==> src/rtl/hp_pkg.sv <==
// processor-hot status register constants and types
//
// Contract
// - host read clears read-to-clear flags
// - extension holds alert low until clear write
// - minimum alert width from 2-bit select
// - writing clear 0 releases alert pin
// - read-only bit reports thermal shutdown triggered
// - seven consecutive load failures set fail flag
// - assist failure latches off until written 0
// - assist exit sets flag, alert low
// - enabled vin trigger sets flag, alert low
// - comparator trigger latched until host read
// - critical current trigger latched until read
// - nominal current trigger latched until read
// - discharge level1 trigger latched until read
// - system voltage trigger latched until read
// - battery removal trigger latched until read
// - adapter removal trigger latched until read
// - register pair resets to b800
package hp_pkg;
   localparam logic [7:0]  ADDR_LO   = 8'h22;
   localparam logic [7:0]  ADDR_HI   = 8'h23;
   localparam logic [15:0] RESET_VAL = 16'hb800;
   localparam logic [7:0]  RD_NONE   = 8'h00;
   // upper byte field positions
   localparam int HI_RSVD   = 7;
   localparam int HI_EXT    = 6;
   localparam int HI_WMSB   = 5;
   localparam int HI_WLSB   = 4;
   localparam int HI_CLR    = 3;
   localparam int HI_THERMAL_SHUTDOWN_FLAG  = 2;
   localparam int HI_FAIL   = 1;
   localparam int HI_EXIT   = 0;
   // lower byte: vin flag on top, profile flags below
   localparam int LO_VIN    = 7;
   localparam int LO_RO_MSB = 6;
   localparam int RO_W      = 7;
   localparam logic [1:0] WSEL_100US = 2'h0;
   localparam logic [1:0] WSEL_1MS   = 2'h1;
   localparam logic [1:0] WSEL_5MS   = 2'h2;
   localparam logic [1:0] WSEL_10MS  = 2'h3;
   // times in ns: 10, 100000, 1000000, 5000000, 10000000
   localparam int CLK_PERIOD_NS = 32'ha;
   localparam int T_100US_NS    = 32'h186a0;
   localparam int T_1MS_NS      = 32'hf4240;
   localparam int T_5MS_NS      = 32'h4c4b40;
   localparam int T_10MS_NS     = 32'h989680;
   // least times, so round up
   localparam int CYC_100US = (T_100US_NS + CLK_PERIOD_NS - 1) / CLK_PERIOD_NS;
   localparam int CYC_1MS   = (T_1MS_NS + CLK_PERIOD_NS - 1) / CLK_PERIOD_NS;
   localparam int CYC_5MS   = (T_5MS_NS + CLK_PERIOD_NS - 1) / CLK_PERIOD_NS;
   localparam int CYC_10MS  = (T_10MS_NS + CLK_PERIOD_NS - 1) / CLK_PERIOD_NS;
   localparam int TMR_W     = 20;
   localparam int FAIL_W    = 3;
   localparam logic [FAIL_W-1:0] FAIL_LIMIT = 3'h7;
   localparam int SYNC_DEPTH = 3;

   typedef enum logic [2:0] {
      HP_IDLE  = 3'h1,
      HP_TIMED = 3'h2,
      HP_HELD  = 3'h4
   } hp_pstate_t;

   // analog trigger levels, all asynchronous to clk_sys_in
   typedef struct packed {
      logic supplemental_assist_mode;
      logic assist_load_fail;
      logic assist_load_ok;
      logic thermal_shutdown;
      logic vin_regulation;
      logic comparator;
      logic critical_current;
      logic nominal_current;
      logic discharge_level1;
      logic system_voltage;
      logic battery_removal;
      logic adapter_removal;
   } hp_trig_t;
   localparam int TRIG_W = $bits(hp_trig_t);
endpackage

==> src/rtl/hp_sync.sv <==
// three-stage input synchroniser with agreement filter
`timescale 1ns/1ps
module hp_sync #(
   parameter int W = 1
) (
   // clock and reset
   input  wire logic         clk_sys_in,
   input  wire logic         rst_b_in,
   // levels
   input  wire logic [W-1:0] din_in,
   output logic      [W-1:0] dout_out
);
   typedef struct packed {
      logic [W-1:0] s1;
      logic [W-1:0] s2;
      logic [W-1:0] s3;
      logic [W-1:0] stable;
   } hp_sync_t;

   hp_sync_t s_r;
   hp_sync_t s_nxt;

   generate
      if (W < 1) begin : g_chk
         $error("hp_sync width must be at least one");
      end
   endgenerate

   always_comb begin
      s_nxt    = s_r;
      s_nxt.s1 = din_in;
      s_nxt.s2 = s_r.s1;
      s_nxt.s3 = s_r.s2;
      // a bit moves only once stages two and three agree
      for (int i = 0; i < W; i++) begin
         if (s_r.s2[i] == s_r.s3[i]) begin
            s_nxt.stable[i] = s_r.s3[i];
         end
      end
   end

   always_ff @(posedge clk_sys_in) begin
      if (!rst_b_in) begin
         s_r <= '0;
      end else begin
         s_r <= s_nxt;
      end
   end

   assign dout_out = s_r.stable;
endmodule

==> src/rtl/hp_pulse_timer.sv <==
// down counter that times the minimum alert pulse
`timescale 1ns/1ps
module hp_pulse_timer #(
   parameter int W = hp_pkg::TMR_W
) (
   // clock and reset
   input  wire logic         clk_sys_in,
   input  wire logic         rst_b_in,
   // control
   input  wire logic         start_in,
   input  wire logic [W-1:0] load_in,
   output logic              busy_out
);
   typedef struct packed {
      logic [W-1:0] cnt;
   } hp_tmr_t;

   hp_tmr_t s_r;
   hp_tmr_t s_nxt;

   generate
      if (W < 1) begin : g_chk
         $error("hp_pulse_timer width must be at least one");
      end
   endgenerate

   always_comb begin
      s_nxt = s_r;
      if (start_in) begin
         s_nxt.cnt = load_in;
      end else if (s_r.cnt != '0) begin
         s_nxt.cnt = s_r.cnt - W'(1);
      end
   end

   always_ff @(posedge clk_sys_in) begin
      if (!rst_b_in) begin
         s_r <= '0;
      end else begin
         s_r <= s_nxt;
      end
   end

   assign busy_out = (s_r.cnt != '0);
endmodule

==> src/rtl/hp_status.sv <==
// processor-hot status/control register pair and alert pulse logic
`timescale 1ns/1ps
module hp_status #(
   parameter int P_CYC_100US = hp_pkg::CYC_100US,
   parameter int P_CYC_1MS   = hp_pkg::CYC_1MS,
   parameter int P_CYC_5MS   = hp_pkg::CYC_5MS,
   parameter int P_CYC_10MS  = hp_pkg::CYC_10MS
) (
   // clock and reset
   input  wire logic             clk_sys_in,
   input  wire logic             rst_b_in,
   // register port, one byte per access
   input  wire logic [7:0]       reg_addr_in,
   input  wire logic             reg_wr_in,
   input  wire logic             reg_rd_in,
   input  wire logic [7:0]       reg_wdata_in,
   output logic      [7:0]       reg_rdata_out,
   // analog side
   input  wire hp_pkg::hp_trig_t trig_in,
   input  wire logic             vin_regulation_profile_en_in,
   // alert pin and assist control
   output logic                  processor_hot_n_out,
   output logic                  assist_latch_off_out
);
   localparam int TW = hp_pkg::TMR_W;
   localparam int FW = hp_pkg::FAIL_W;
   localparam int RW = hp_pkg::RO_W;

   typedef struct packed {
      logic                   ext_en;
      logic [1:0]             wsel;
      logic                   clr;
      logic                   thermal_shutdown_flag;
      logic                   fail;
      logic                   exit_f;
      logic                   vin_f;
      logic [RW-1:0]          ro_flags;
      logic [hp_pkg::TRIG_W-1:0] prev;
      logic [FW-1:0]          fail_cnt;
      hp_pkg::hp_pstate_t     pst;
      logic                   tmr_start;
      logic [TW-1:0]          tmr_load;
      logic [7:0]             rdata;
      logic                   pin_n;
      logic                   latch_off;
   } hp_state_t;

   hp_state_t        s_r;
   hp_state_t        s_nxt;
   hp_pkg::hp_trig_t t_now;
   hp_pkg::hp_trig_t t_rise;
   logic [hp_pkg::TRIG_W-1:0] sync_lvl;
   logic             tmr_busy;
   logic [RW-1:0]    ro_rise;
   logic             vin_ev;
   logic             pulse_ev;
   logic             rd_lo;
   logic             rd_hi;
   logic             wr_lo;
   logic             wr_hi;

   generate
      if (P_CYC_100US < 1 || P_CYC_100US >= 2 ** TW ||
          P_CYC_1MS < 1 || P_CYC_1MS >= 2 ** TW ||
          P_CYC_5MS < 1 || P_CYC_5MS >= 2 ** TW ||
          P_CYC_10MS < 1 || P_CYC_10MS >= 2 ** TW) begin : g_chk
         $error("hp_status pulse counts outside timer range");
      end
   endgenerate

   ////////////////////////////////////////////////////////////////////////////
   // helpers

   function automatic logic hit(input logic [7:0] a, input logic [7:0] t);
      hit = (a == t);
   endfunction

   function automatic logic [TW-1:0] cyc_of(input logic [1:0] sel);
      case (sel)
         hp_pkg::WSEL_100US: cyc_of = TW'(P_CYC_100US);
         hp_pkg::WSEL_1MS:   cyc_of = TW'(P_CYC_1MS);
         hp_pkg::WSEL_5MS:   cyc_of = TW'(P_CYC_5MS);
         default:            cyc_of = TW'(P_CYC_10MS);
      endcase
   endfunction

   function automatic logic [7:0] hi_byte(input hp_state_t s);
      logic [7:0] b;
      b                                  = '0;
      b[hp_pkg::HI_RSVD]                 = hp_pkg::RESET_VAL[8 + hp_pkg::HI_RSVD];
      b[hp_pkg::HI_EXT]                  = s.ext_en;
      b[hp_pkg::HI_WMSB:hp_pkg::HI_WLSB] = s.wsel;
      b[hp_pkg::HI_CLR]                  = s.clr;
      b[hp_pkg::HI_THERMAL_SHUTDOWN_FLAG]                = s.thermal_shutdown_flag;
      b[hp_pkg::HI_FAIL]                 = s.fail;
      b[hp_pkg::HI_EXIT]                 = s.exit_f;
      return b;
   endfunction

   ////////////////////////////////////////////////////////////////////////////
   // input synchronisers and pulse timer

   hp_sync #(
      .W (hp_pkg::TRIG_W)
   ) u_sync (
      .clk_sys_in (clk_sys_in),
      .rst_b_in   (rst_b_in),
      .din_in     (trig_in),
      .dout_out   (sync_lvl)
   );

   hp_pulse_timer #(
      .W (TW)
   ) u_tmr (
      .clk_sys_in (clk_sys_in),
      .rst_b_in   (rst_b_in),
      .start_in   (s_r.tmr_start),
      .load_in    (s_r.tmr_load),
      .busy_out   (tmr_busy)
   );

   ////////////////////////////////////////////////////////////////////////////
   // events and decodes

   assign t_now    = hp_pkg::hp_trig_t'(sync_lvl);
   assign t_rise   = hp_pkg::hp_trig_t'(sync_lvl & ~s_r.prev);
   assign ro_rise  = {t_rise.comparator, t_rise.critical_current,
                      t_rise.nominal_current, t_rise.discharge_level1,
                      t_rise.system_voltage, t_rise.battery_removal,
                      t_rise.adapter_removal};
   assign vin_ev   = t_rise.vin_regulation & vin_regulation_profile_en_in;
   assign pulse_ev = (|ro_rise) | vin_ev;
   assign rd_lo    = reg_rd_in & hit(reg_addr_in, hp_pkg::ADDR_LO);
   assign rd_hi    = reg_rd_in & hit(reg_addr_in, hp_pkg::ADDR_HI);
   assign wr_lo    = reg_wr_in & hit(reg_addr_in, hp_pkg::ADDR_LO);
   assign wr_hi    = reg_wr_in & hit(reg_addr_in, hp_pkg::ADDR_HI);

   ////////////////////////////////////////////////////////////////////////////
   // next state

   always_comb begin
      s_nxt           = s_r;
      s_nxt.prev      = sync_lvl;
      s_nxt.tmr_start = 1'b0;

      // read data is a snapshot taken before any clear
      if (rd_lo) begin
         s_nxt.rdata = {s_r.vin_f, s_r.ro_flags};
      end else if (rd_hi) begin
         s_nxt.rdata = hi_byte(s_r);
      end else if (reg_rd_in) begin
         s_nxt.rdata = hp_pkg::RD_NONE;
      end

      // clears first, sets after, so a coincident trigger survives
      if (rd_lo) begin
         s_nxt.ro_flags = '0;
      end
      if (rd_hi) begin
         s_nxt.thermal_shutdown_flag = 1'b0;
      end
      // clear bit idles at 1 again one cycle after a 0 is written
      if (!s_r.clr) begin
         s_nxt.clr = 1'b1;
      end
      if (wr_hi) begin
         s_nxt.ext_en = reg_wdata_in[hp_pkg::HI_EXT];
         s_nxt.wsel   = reg_wdata_in[hp_pkg::HI_WMSB:hp_pkg::HI_WLSB];
         s_nxt.clr    = reg_wdata_in[hp_pkg::HI_CLR];
         if (!reg_wdata_in[hp_pkg::HI_FAIL]) begin
            s_nxt.fail = 1'b0;
         end
         if (!reg_wdata_in[hp_pkg::HI_EXIT]) begin
            s_nxt.exit_f = 1'b0;
         end
      end
      if (wr_lo && !reg_wdata_in[hp_pkg::LO_VIN]) begin
         s_nxt.vin_f = 1'b0;
      end

      s_nxt.ro_flags = s_nxt.ro_flags | ro_rise;
      if (t_rise.thermal_shutdown) begin
         s_nxt.thermal_shutdown_flag = 1'b1;
      end
      if (vin_ev) begin
         s_nxt.vin_f = 1'b1;
      end

      // consecutive load failures, reset by a success or mode exit
      if (!t_now.supplemental_assist_mode) begin
         s_nxt.fail_cnt = '0;
      end else if (t_rise.assist_load_ok) begin
         s_nxt.fail_cnt = '0;
      end else if (t_rise.assist_load_fail) begin
         if (s_r.fail_cnt == hp_pkg::FAIL_LIMIT - FW'(1)) begin
            s_nxt.fail     = 1'b1;
            s_nxt.fail_cnt = '0;
         end else begin
            s_nxt.fail_cnt = s_r.fail_cnt + FW'(1);
         end
      end
      // any way out of assist mode, including our own latch-off
      if (!t_now.supplemental_assist_mode &&
          s_r.prev[hp_pkg::TRIG_W-1]) begin
         s_nxt.exit_f = 1'b1;
      end

      // alert pulse sequencing
      case (s_r.pst)
         hp_pkg::HP_IDLE: begin
            if (pulse_ev && s_r.ext_en) begin
               s_nxt.pst = hp_pkg::HP_HELD;
            end else if (pulse_ev) begin
               s_nxt.pst       = hp_pkg::HP_TIMED;
               s_nxt.tmr_start = 1'b1;
               s_nxt.tmr_load  = cyc_of(s_r.wsel);
            end
         end
         hp_pkg::HP_TIMED: begin
            // a new trigger restarts the minimum width
            if (pulse_ev) begin
               s_nxt.tmr_start = 1'b1;
               s_nxt.tmr_load  = cyc_of(s_r.wsel);
            end else if (!s_r.tmr_start && !tmr_busy) begin
               s_nxt.pst = hp_pkg::HP_IDLE;
            end
         end
         hp_pkg::HP_HELD: begin
            if (!s_r.clr && !pulse_ev) begin
               s_nxt.pst = hp_pkg::HP_IDLE;
            end
         end
         default: begin
            s_nxt.pst = hp_pkg::HP_IDLE;
         end
      endcase

      s_nxt.pin_n = !((s_nxt.pst != hp_pkg::HP_IDLE) || s_nxt.exit_f ||
                      (s_nxt.vin_f && vin_regulation_profile_en_in));
      s_nxt.latch_off = s_nxt.fail;
   end

   always_ff @(posedge clk_sys_in) begin
      if (!rst_b_in) begin
         s_r          <= '0;
         s_r.ext_en   <= hp_pkg::RESET_VAL[8 + hp_pkg::HI_EXT];
         s_r.wsel     <= hp_pkg::RESET_VAL[8 + hp_pkg::HI_WMSB:8 + hp_pkg::HI_WLSB];
         s_r.clr      <= hp_pkg::RESET_VAL[8 + hp_pkg::HI_CLR];
         s_r.pst      <= hp_pkg::HP_IDLE;
         s_r.pin_n    <= 1'b1;
      end else begin
         s_r <= s_nxt;
      end
   end

   assign reg_rdata_out        = s_r.rdata;
   assign processor_hot_n_out  = s_r.pin_n;
   assign assist_latch_off_out = s_r.latch_off;

   logic [TW-1:0] low_cnt_r;
   always_ff @(posedge clk_sys_in) begin
      if (!rst_b_in || processor_hot_n_out) begin
         low_cnt_r <= '0;
      end else if (low_cnt_r != '1) begin
         low_cnt_r <= low_cnt_r + TW'(1);
      end
   end
endmodule

==> config.mk <==
export PLATFORM = sky130hd
export DESIGN_NAME = hp_status
export DESIGN_NICKNAME = d
export VERILOG_FILES = /design/src/rtl/hp_pkg.sv /design/src/rtl/hp_sync.sv /design/src/rtl/hp_pulse_timer.sv /design/src/rtl/hp_status.sv
export SDC_FILE = /design/constraint.sdc
export NUM_CORES = 1
export LEC_CHECK = 0
export ABC_AREA = 1
export ABC_CLOCK_PERIOD_IN_PS = 1980
export BUFFER_PORTS_ARGS = -buffer_cell sky130_fd_sc_hd__buf_2
export CAP_MARGIN = 20
export CORE_MARGIN = 2
export CORE_UTILIZATION = 50
export CTS_CLUSTER_DIAMETER = 120
export DETAILED_ROUTE_END_ITERATION = 7
export PLACE_DENSITY = 0.69
export SKIP_LAST_GASP = 1
export SYNTH_ARGS = -nofsm -noshare
export SYNTH_HDL_FRONTEND = slang
export SYNTH_SLANG_ARGS = --single-unit
export TNS_END_PERCENT = 20
==> constraint.sdc <==
create_clock -name clk_sys_in -period 1.98 [get_ports clk_sys_in]
set_input_delay 0.594 -clock clk_sys_in [delete_from_list [all_inputs] [get_ports clk_sys_in]]
set_output_delay 0.594 -clock clk_sys_in [all_outputs]
set_load 0.1 [all_outputs]
# Word-level counts from Yosys, hierarchy flattened

Cells that the tools add are included.
W data, S select, Z words.

Logic and storage cells: 122
Flip-flop bits (word level): 131
Output and inout port bits: 10

Equal/unequal tests: 24
Bitwise logic cells: 11
Reductions and logical operators: 25
Muxes and demuxes: 29
Add/subtract/negate cells: 2

Operator list:

| cell                    | count |
|---|---|
| $pmux W20 S3            | 1 |
| $mux W21                | 2 |
| $pmux W21 S2            | 1 |
| $mux W20                | 2 |
| $mux W24                | 1 |
| $mux W8                 | 3 |
| $reduce_bool A20 Y1     | 1 |
| $sub A20 B1 Y20 const B | 1 |
| $eq A8 B6 Y1 const B    | 2 |
| $mux W3                 | 5 |
| $eq A1 B1 Y1            | 12 |
| $and A11 B11 Y11        | 1 |
| $mux W1                 | 11 |
| $not A11 Y11            | 1 |
| $pmux W3 S3             | 1 |
| $logic_not A1 Y1        | 7 |
| $mux W7                 | 1 |
| $or A7 B7 Y7            | 1 |
| $reduce_or A7 Y1        | 1 |
| $eq A3 B3 Y1 const B    | 2 |
| $logic_and A1 B1 Y1     | 6 |
| $ne A2 B2 Y1 const B    | 3 |
| $reduce_bool A2 Y1      | 3 |
| $and A1 B1 Y1           | 5 |
| other kinds (15)        | 17 |

# Depth between registers and ports, before layout

Gate-level depths: netlist (run 1).

Depth after elaboration: 12
Mapped depth: 11

# Cells and area by module

From an unflattened synthesis (run 1), not the netlist that was laid out.

Cell total of the unflattened synthesis: 675
Area total of the unflattened synthesis: 5,098.6 µm²

Modules (own cells, without submodules):

| module         | seq. area each (µm²) | area each (µm²) | cells each | times used |
|---|---|---|---|---|
| hp_status      | 1,041.0              | 2,306.0         | 312        | 1 |
| hp_sync        | 960.9                | 1,519.0         | 173        | 1 |
| hp_pulse_timer | 400.4                | 1,273.7         | 190        | 1 |

# Worst setup path before layout (run 1)

No wires, ideal clock.

Path type: register to output
From: register s_r (netlist bit assist_latch_off_out)
To: output port assist_latch_off_out
Path buffers: 0
Data arrival time: 0.936 ns
Path slack: 0.450 ns
Data required time: 1.386 ns
Cell stages (with the launch flop): 1
Path through: dfxtp_1

RTL lines:

| element                  | line             | RTL |
|---|---|---|
| start: declaration       | hp_status.sv:48  | `hp_state_t s_r;` |
| start signal: assignment | hp_status.sv:252 | `s_r <= s_nxt;` |
| end: declaration         | hp_status.sv:23  | `output logic assist_latch_off_out` |

No word-level cell between the ends.

# Final worst setup path (run 1)

From: register s_r (netlist bit reg_rdata_out[6])
To: output port reg_rdata_out[6]

RTL lines:

| element          | line            | RTL |
|---|---|---|
| end: declaration | hp_status.sv:17 | `output logic [7:0] reg_rdata_out,` |

No word-level cell between the ends.

==> results of run 1 <==
[routing by layer]
layer,part of all wire (%),GRT usage [%],vias up
met5,0,0,-
met4,1.7,9.82,0
met3,3.3,6.17,14
met2,52,34.1,62
met1,43,20.6,1741
li1,-,-,2045
[per-stage QoR]
step | cell area [um^2] | total power [mW] | worst slack, ns
detailed placement | 5180 | 4.74 | 0.211
global route | 5740 | 8.00 | 0.0397
global placement | 5180 | 4.69 | 0.235
floorplan | 4890 | 4.38 | 0.450
CTS | 5740 | 7.64 | 0.0376
finish | 5740 | 7.56 | 0.0960
[power breakdown]
group	switching, mW	total, mW	internal [mW]
clock network	1.05	2.87	1.82
logic	1.20	1.90	0.701
registers	0.168	2.79	2.62
[registers in the layout (all words and copies together), names as in the netlist]
signal / flops
s_r: 42
processor_hot_n_out: 1
u_sync.s_nxt: 24
u_sync.dout_out: 12
reg_rdata_out: 8
assist_latch_off_out: 1
u_tmr.s_r: 20
u_sync.s_r: 12
[final cells by class]
type	instances	area, um^2	area share [%]
clock buffers	20	435	7.58
clock inverters	12	126	2.20
inverters	118	443	7.71
multi-input cells	376	1910	33.3
flip-flops and latches	120	2400	41.8
well taps	133	166	2.90
repair buffers	46	258	4.49
[cell usage after synthesis, types with 2 or more instances]
| library cell | instances |
|---|---|
| a21oi_1 | 43 |
| a31oi_1 | 8 |
| buf_1 | 2 |
| buf_2 | 6 |
| buf_4 | 8 |
| clkbuf_1 | 5 |
| clkinv_1 | 2 |
| dfxtp_1 | 120 |
| ha_1 | 8 |
| inv_1 | 109 |
| inv_2 | 7 |
| nand2_1 | 147 |
| nand2_2 | 3 |
| nand2_4 | 3 |
| nand3_1 | 32 |
| nand4_1 | 4 |
| nor2_1 | 54 |
| nor2_2 | 10 |
| nor2_4 | 4 |
| nor3_1 | 6 |
| nor3b_1 | 2 |
| o21ai_0 | 15 |
| o21ai_1 | 2 |
| o21bai_1 | 14 |
| xnor2_1 | 3 |
| xor2_1 | 7 |
[worst paths after layout]
kind	from	to	slack, ns	cells after the start
max	reg_rdata_out[6]	reg_rdata_out[6]	0.1	1
min	trig_in[2]	u_sync.s_nxt[26]	0.26	3
max reg2reg	u_tmr.s_r[0]	u_tmr.s_r[14]	0.44	8
min reg2reg	u_sync.s_nxt[30]	u_sync.s_nxt[18]	0.41	2
[logic make-up after synthesis]
family / synth area share [%]
AND/OR/NAND/NOR: 25.3
buffers and inverters: 11.7
flip-flops: 49.2
AO/OA/AOI/OAI: 9.99
XOR/XNOR: 1.79
adder cells (fa/ha/maj): 2.05
==> impl_metrics.yaml, run 1 <==
finish:
  drive_gt1_share_pct: 15.9
  fin_nets: 720
  fillers: 895
  fin_util_pct: 59.6
  layout_commonest_cell: "nand2_1"
  mostFrequentLayoutCells: "nand2_1, dfxtp_1, inv_1"
  diodes: 0
  area_growth_pct: 17.6
  final_cells: 825
timing:
  hold_violations: 0
  setup_viol: 0
  worst_pin_slew_ns: 0.558
  drv_slew: 0
  max_freq_mhz: 531
  period_share_pct: 95.2
  skew_ns: 0.00920
  slew_headroom_pct: 62.3
  hold_ws_ns: 0.264
  rsz0062_at_grt: "no"
  fin_setup_tns_ns: 0
  timing.final.crit_period_ns: 1.88
grt:
  grt_max_degree: 36
  grt_pass1_vias: 3692
  overflow: 0
  grt_pass1_wl_mm: 15.5
  grt_usage_pct: 19.3
  antenna_found_initial: 0
outcome:
  status: "finished clean"
logic_synthesis:
  synth_top_area_cell: "dfxtp_1"
  synth_seq_area_share_pct: 49.2
  yosysTopAreaCellShare_pct: 49.2
  synth_ff_type: "dfxtp_1"
  synth_edf_count: 0
  ys_top_cells_by_area: "dfxtp_1, nand2_1, inv_1"
  mappedNetlistNets: 677
  yosysUniqueCellTypes: 38
  ys_seq_elements: 120
  async_reset_ff_share_pct: 0
  netlist_instances: 636
  syn_area_um2: 4890
  syn_area_per_cell_um2: 7.68
  yosysWarnings: 0
placed_design:
  port_buffers: 41
  gp_congestion: 0.845
  dpl.hpwl_mm: 6.64
  dpl.cell_count: 793
worst_setup_path:
  slowest_stage: "buf_2"
  crit_chain: "buf_2"
  crit_family: "buffers and inverters"
  start_kind: "flop"
  cp.arrival_ns: 1.29
  max_stage_delay_ns: 0.43
  end_kind: "output pin"
  critPathBufInv: 1
  worst-setup-path-type: "flop to output pin"
  required_ns: 1.39
  critical_path.max_fanout: 2
floorplanning:
  fp.dieArea_um2: 10600
  die_h_um: 103
  num_rows: 36
  ios: 43
  dieWidth_um: 103
  core_um2: 9640
  start_util_pct: 50.7
worst_hold_path:
  hp-class: "input port to flop"
clocking:
  root_buffer: "clkbuf_8"
  clock_sinks: 120
  cts_setup_buffers: 0
  cts_tree: "done"
  cts_buffers: 17
  htreeDepth: 4
  clk_latency_ns: 0.51
  clk_pin_slew_worst_paths_ns: 0.06
  cts_resized: 0
  clockBufferDepth: 2
  postCtsHoldBufs: 0
detailed_routing:
  drtPass1Iterations: 4
  wl_mm: 9.26
  drt-vias-per-instance: 4.68
  ant_nets: 0
  wire_per_inst_um: 11.2
  drc: 0
  vias: 3862
  drt-initial-drc-count: 124
power_and_ir_drop:
  power_leakage_nw: 2.98
  power.density_nw_per_um2: 1320
  peakVddDrop_v: 0.000619
run:
  drv_cap: 0
No activity file was read; power rests on OpenSTA's default activity.
==> run 2, diff against run 1 <==
==> constraint.sdc (replaced) <==
create_clock -name clk_sys_in -period 1.98 [get_ports clk_sys_in]
set_input_delay 0.594 -clock clk_sys_in [delete_from_list [all_inputs] [get_ports clk_sys_in]]
set_output_delay 0.594 -clock clk_sys_in [all_outputs]
set_load 0.005 [all_outputs]
==> impl_metrics.yaml, run 2 (synthesized netlist as in run 1, its figures left out) <==
timing:
  hold_ws_ns: 0.264
  slew_headroom_pct: 62.3
  max_freq_mhz: 622
  hold_violations: 0
  period_share_pct: 81.2
  skew_ns: 0.00920
  rsz0062_at_grt: "no"
  worst_pin_slew_ns: 0.558
  timing.final.crit_period_ns: 1.61
  fin_setup_tns_ns: 0
  drv_slew: 0
  setup_viol: 0
outcome:
  status: "finished clean"
detailed_routing:
  drt-initial-drc-count: 124
  vias: 3862
  drtPass1Iterations: 4
  ant_nets: 0
  wl_mm: 9.26
  drc: 0
  drt-vias-per-instance: 4.68
  wire_per_inst_um: 11.2
grt:
  grt_usage_pct: 19.3
  grt_pass1_wl_mm: 15.5
  grt_max_degree: 36
  grt_pass1_vias: 3692
  overflow: 0
  antenna_found_initial: 0
worst_setup_path:
  crit_family: "flip-flops"
  cp.depth: 1
  critical_path.max_fanout: 3
  ff2ff_path_depth: 8
  worst-setup-path-type: "flop to output pin"
  end_kind: "output pin"
  max_stage_delay_ns: 0.37
  slowest_stage: "dfxtp_1"
  crit_chain: "buf_2"
  required_ns: 1.39
  cp.arrival_ns: 1.01
  critPathBufInv: 1
  start_kind: "flop"
placed_design:
  dpl.hpwl_mm: 6.64
  port_buffers: 41
  gp_congestion: 0.845
  dpl.cell_count: 793
clocking:
  cts_tree: "done"
  cts_resized: 0
  cts_buffers: 17
  root_buffer: "clkbuf_8"
  htreeDepth: 4
  clk_latency_ns: 0.51
  clk_pin_slew_worst_paths_ns: 0.06
  cts_setup_buffers: 0
  clock_sinks: 120
  clockBufferDepth: 2
  postCtsHoldBufs: 0
floorplanning:
  ios: 43
  fp.dieArea_um2: 10600
  start_util_pct: 50.7
  dieWidth_um: 103
  die_h_um: 103
  num_rows: 36
  core_um2: 9640
finish:
  fillers: 895
  fin_util_pct: 59.6
  layout_commonest_cell: "nand2_1"
  final_cells: 825
  area_growth_pct: 17.5
  mostFrequentLayoutCells: "nand2_1, dfxtp_1, inv_1"
  largest-register: "s_r"
  drive_gt1_share_pct: 15.9
  largest_reg_flops: 42
  fin_nets: 720
  diodes: 0
worst_hold_path:
  whs_path_depth: 3
  hp-class: "input port to flop"
power_and_ir_drop:
  power.density_nw_per_um2: 1310
  power_leakage_nw: 2.99
  peakVddDrop_v: 0.000619
run:
  drv_cap: 0
## run 2: cell types whose count changed in the layout (fill, tap and decap cells not counted)
cell	delta
clkbuf_4	-1
buf_2	+1
## run 2: worst paths after layout
path                              from                    to  slack [ns]
setup / recovery  assist_latch_off_out  assist_latch_off_out        0.37
hold / removal              trig_in[2]      u_sync.s_nxt[26]        0.26
setup reg to reg          u_tmr.s_r[0]         u_tmr.s_r[14]        0.44
hold reg to reg       u_sync.s_nxt[30]      u_sync.s_nxt[18]        0.41
## run 2: worst min-delay path, delay by kind of cell
kind | cells | cell delay, ns
buffers and inverters | 2 | 0.11
and+or+nand+nor | 1 | 0.04
## run 2: layout make-up
class | count | area, um^2 | area share [%]
clock inverter | 12 | 126 | 2.20
multi-input combinational | 376 | 1910 | 33.3
tap | 133 | 166 | 2.90
timing repair buffer | 46 | 255 | 4.45
clock buffer | 20 | 435 | 7.58
inverter | 118 | 443 | 7.71
sequential | 120 | 2400 | 41.8
## run 2: power breakdown
group | internal, mW | total (mW) | switching, mW
registers | 2.62 | 2.79 | 0.168
logic | 0.701 | 1.89 | 1.19
clock network | 1.82 | 2.87 | 1.05
## run 2: metrics by stage
stage	cell area [um^2]	setup WS [ns]	total power, mW
floorplan	4890	0.459	4.38
global placement	5180	0.235	4.69
detailed placement	5180	0.211	4.73
CTS	5740	0.352	7.63
global route	5740	0.267	7.99
finish	5740	0.371	7.55
## run 2: layer usage
layer	up-vias	part of all wire, %	track usage (%)
li1	2045	-	-
met1	1741	43	20.6
met2	62	52	34.1
met3	14	3.3	6.17
met4	0	1.7	9.82
met5	-	0	0
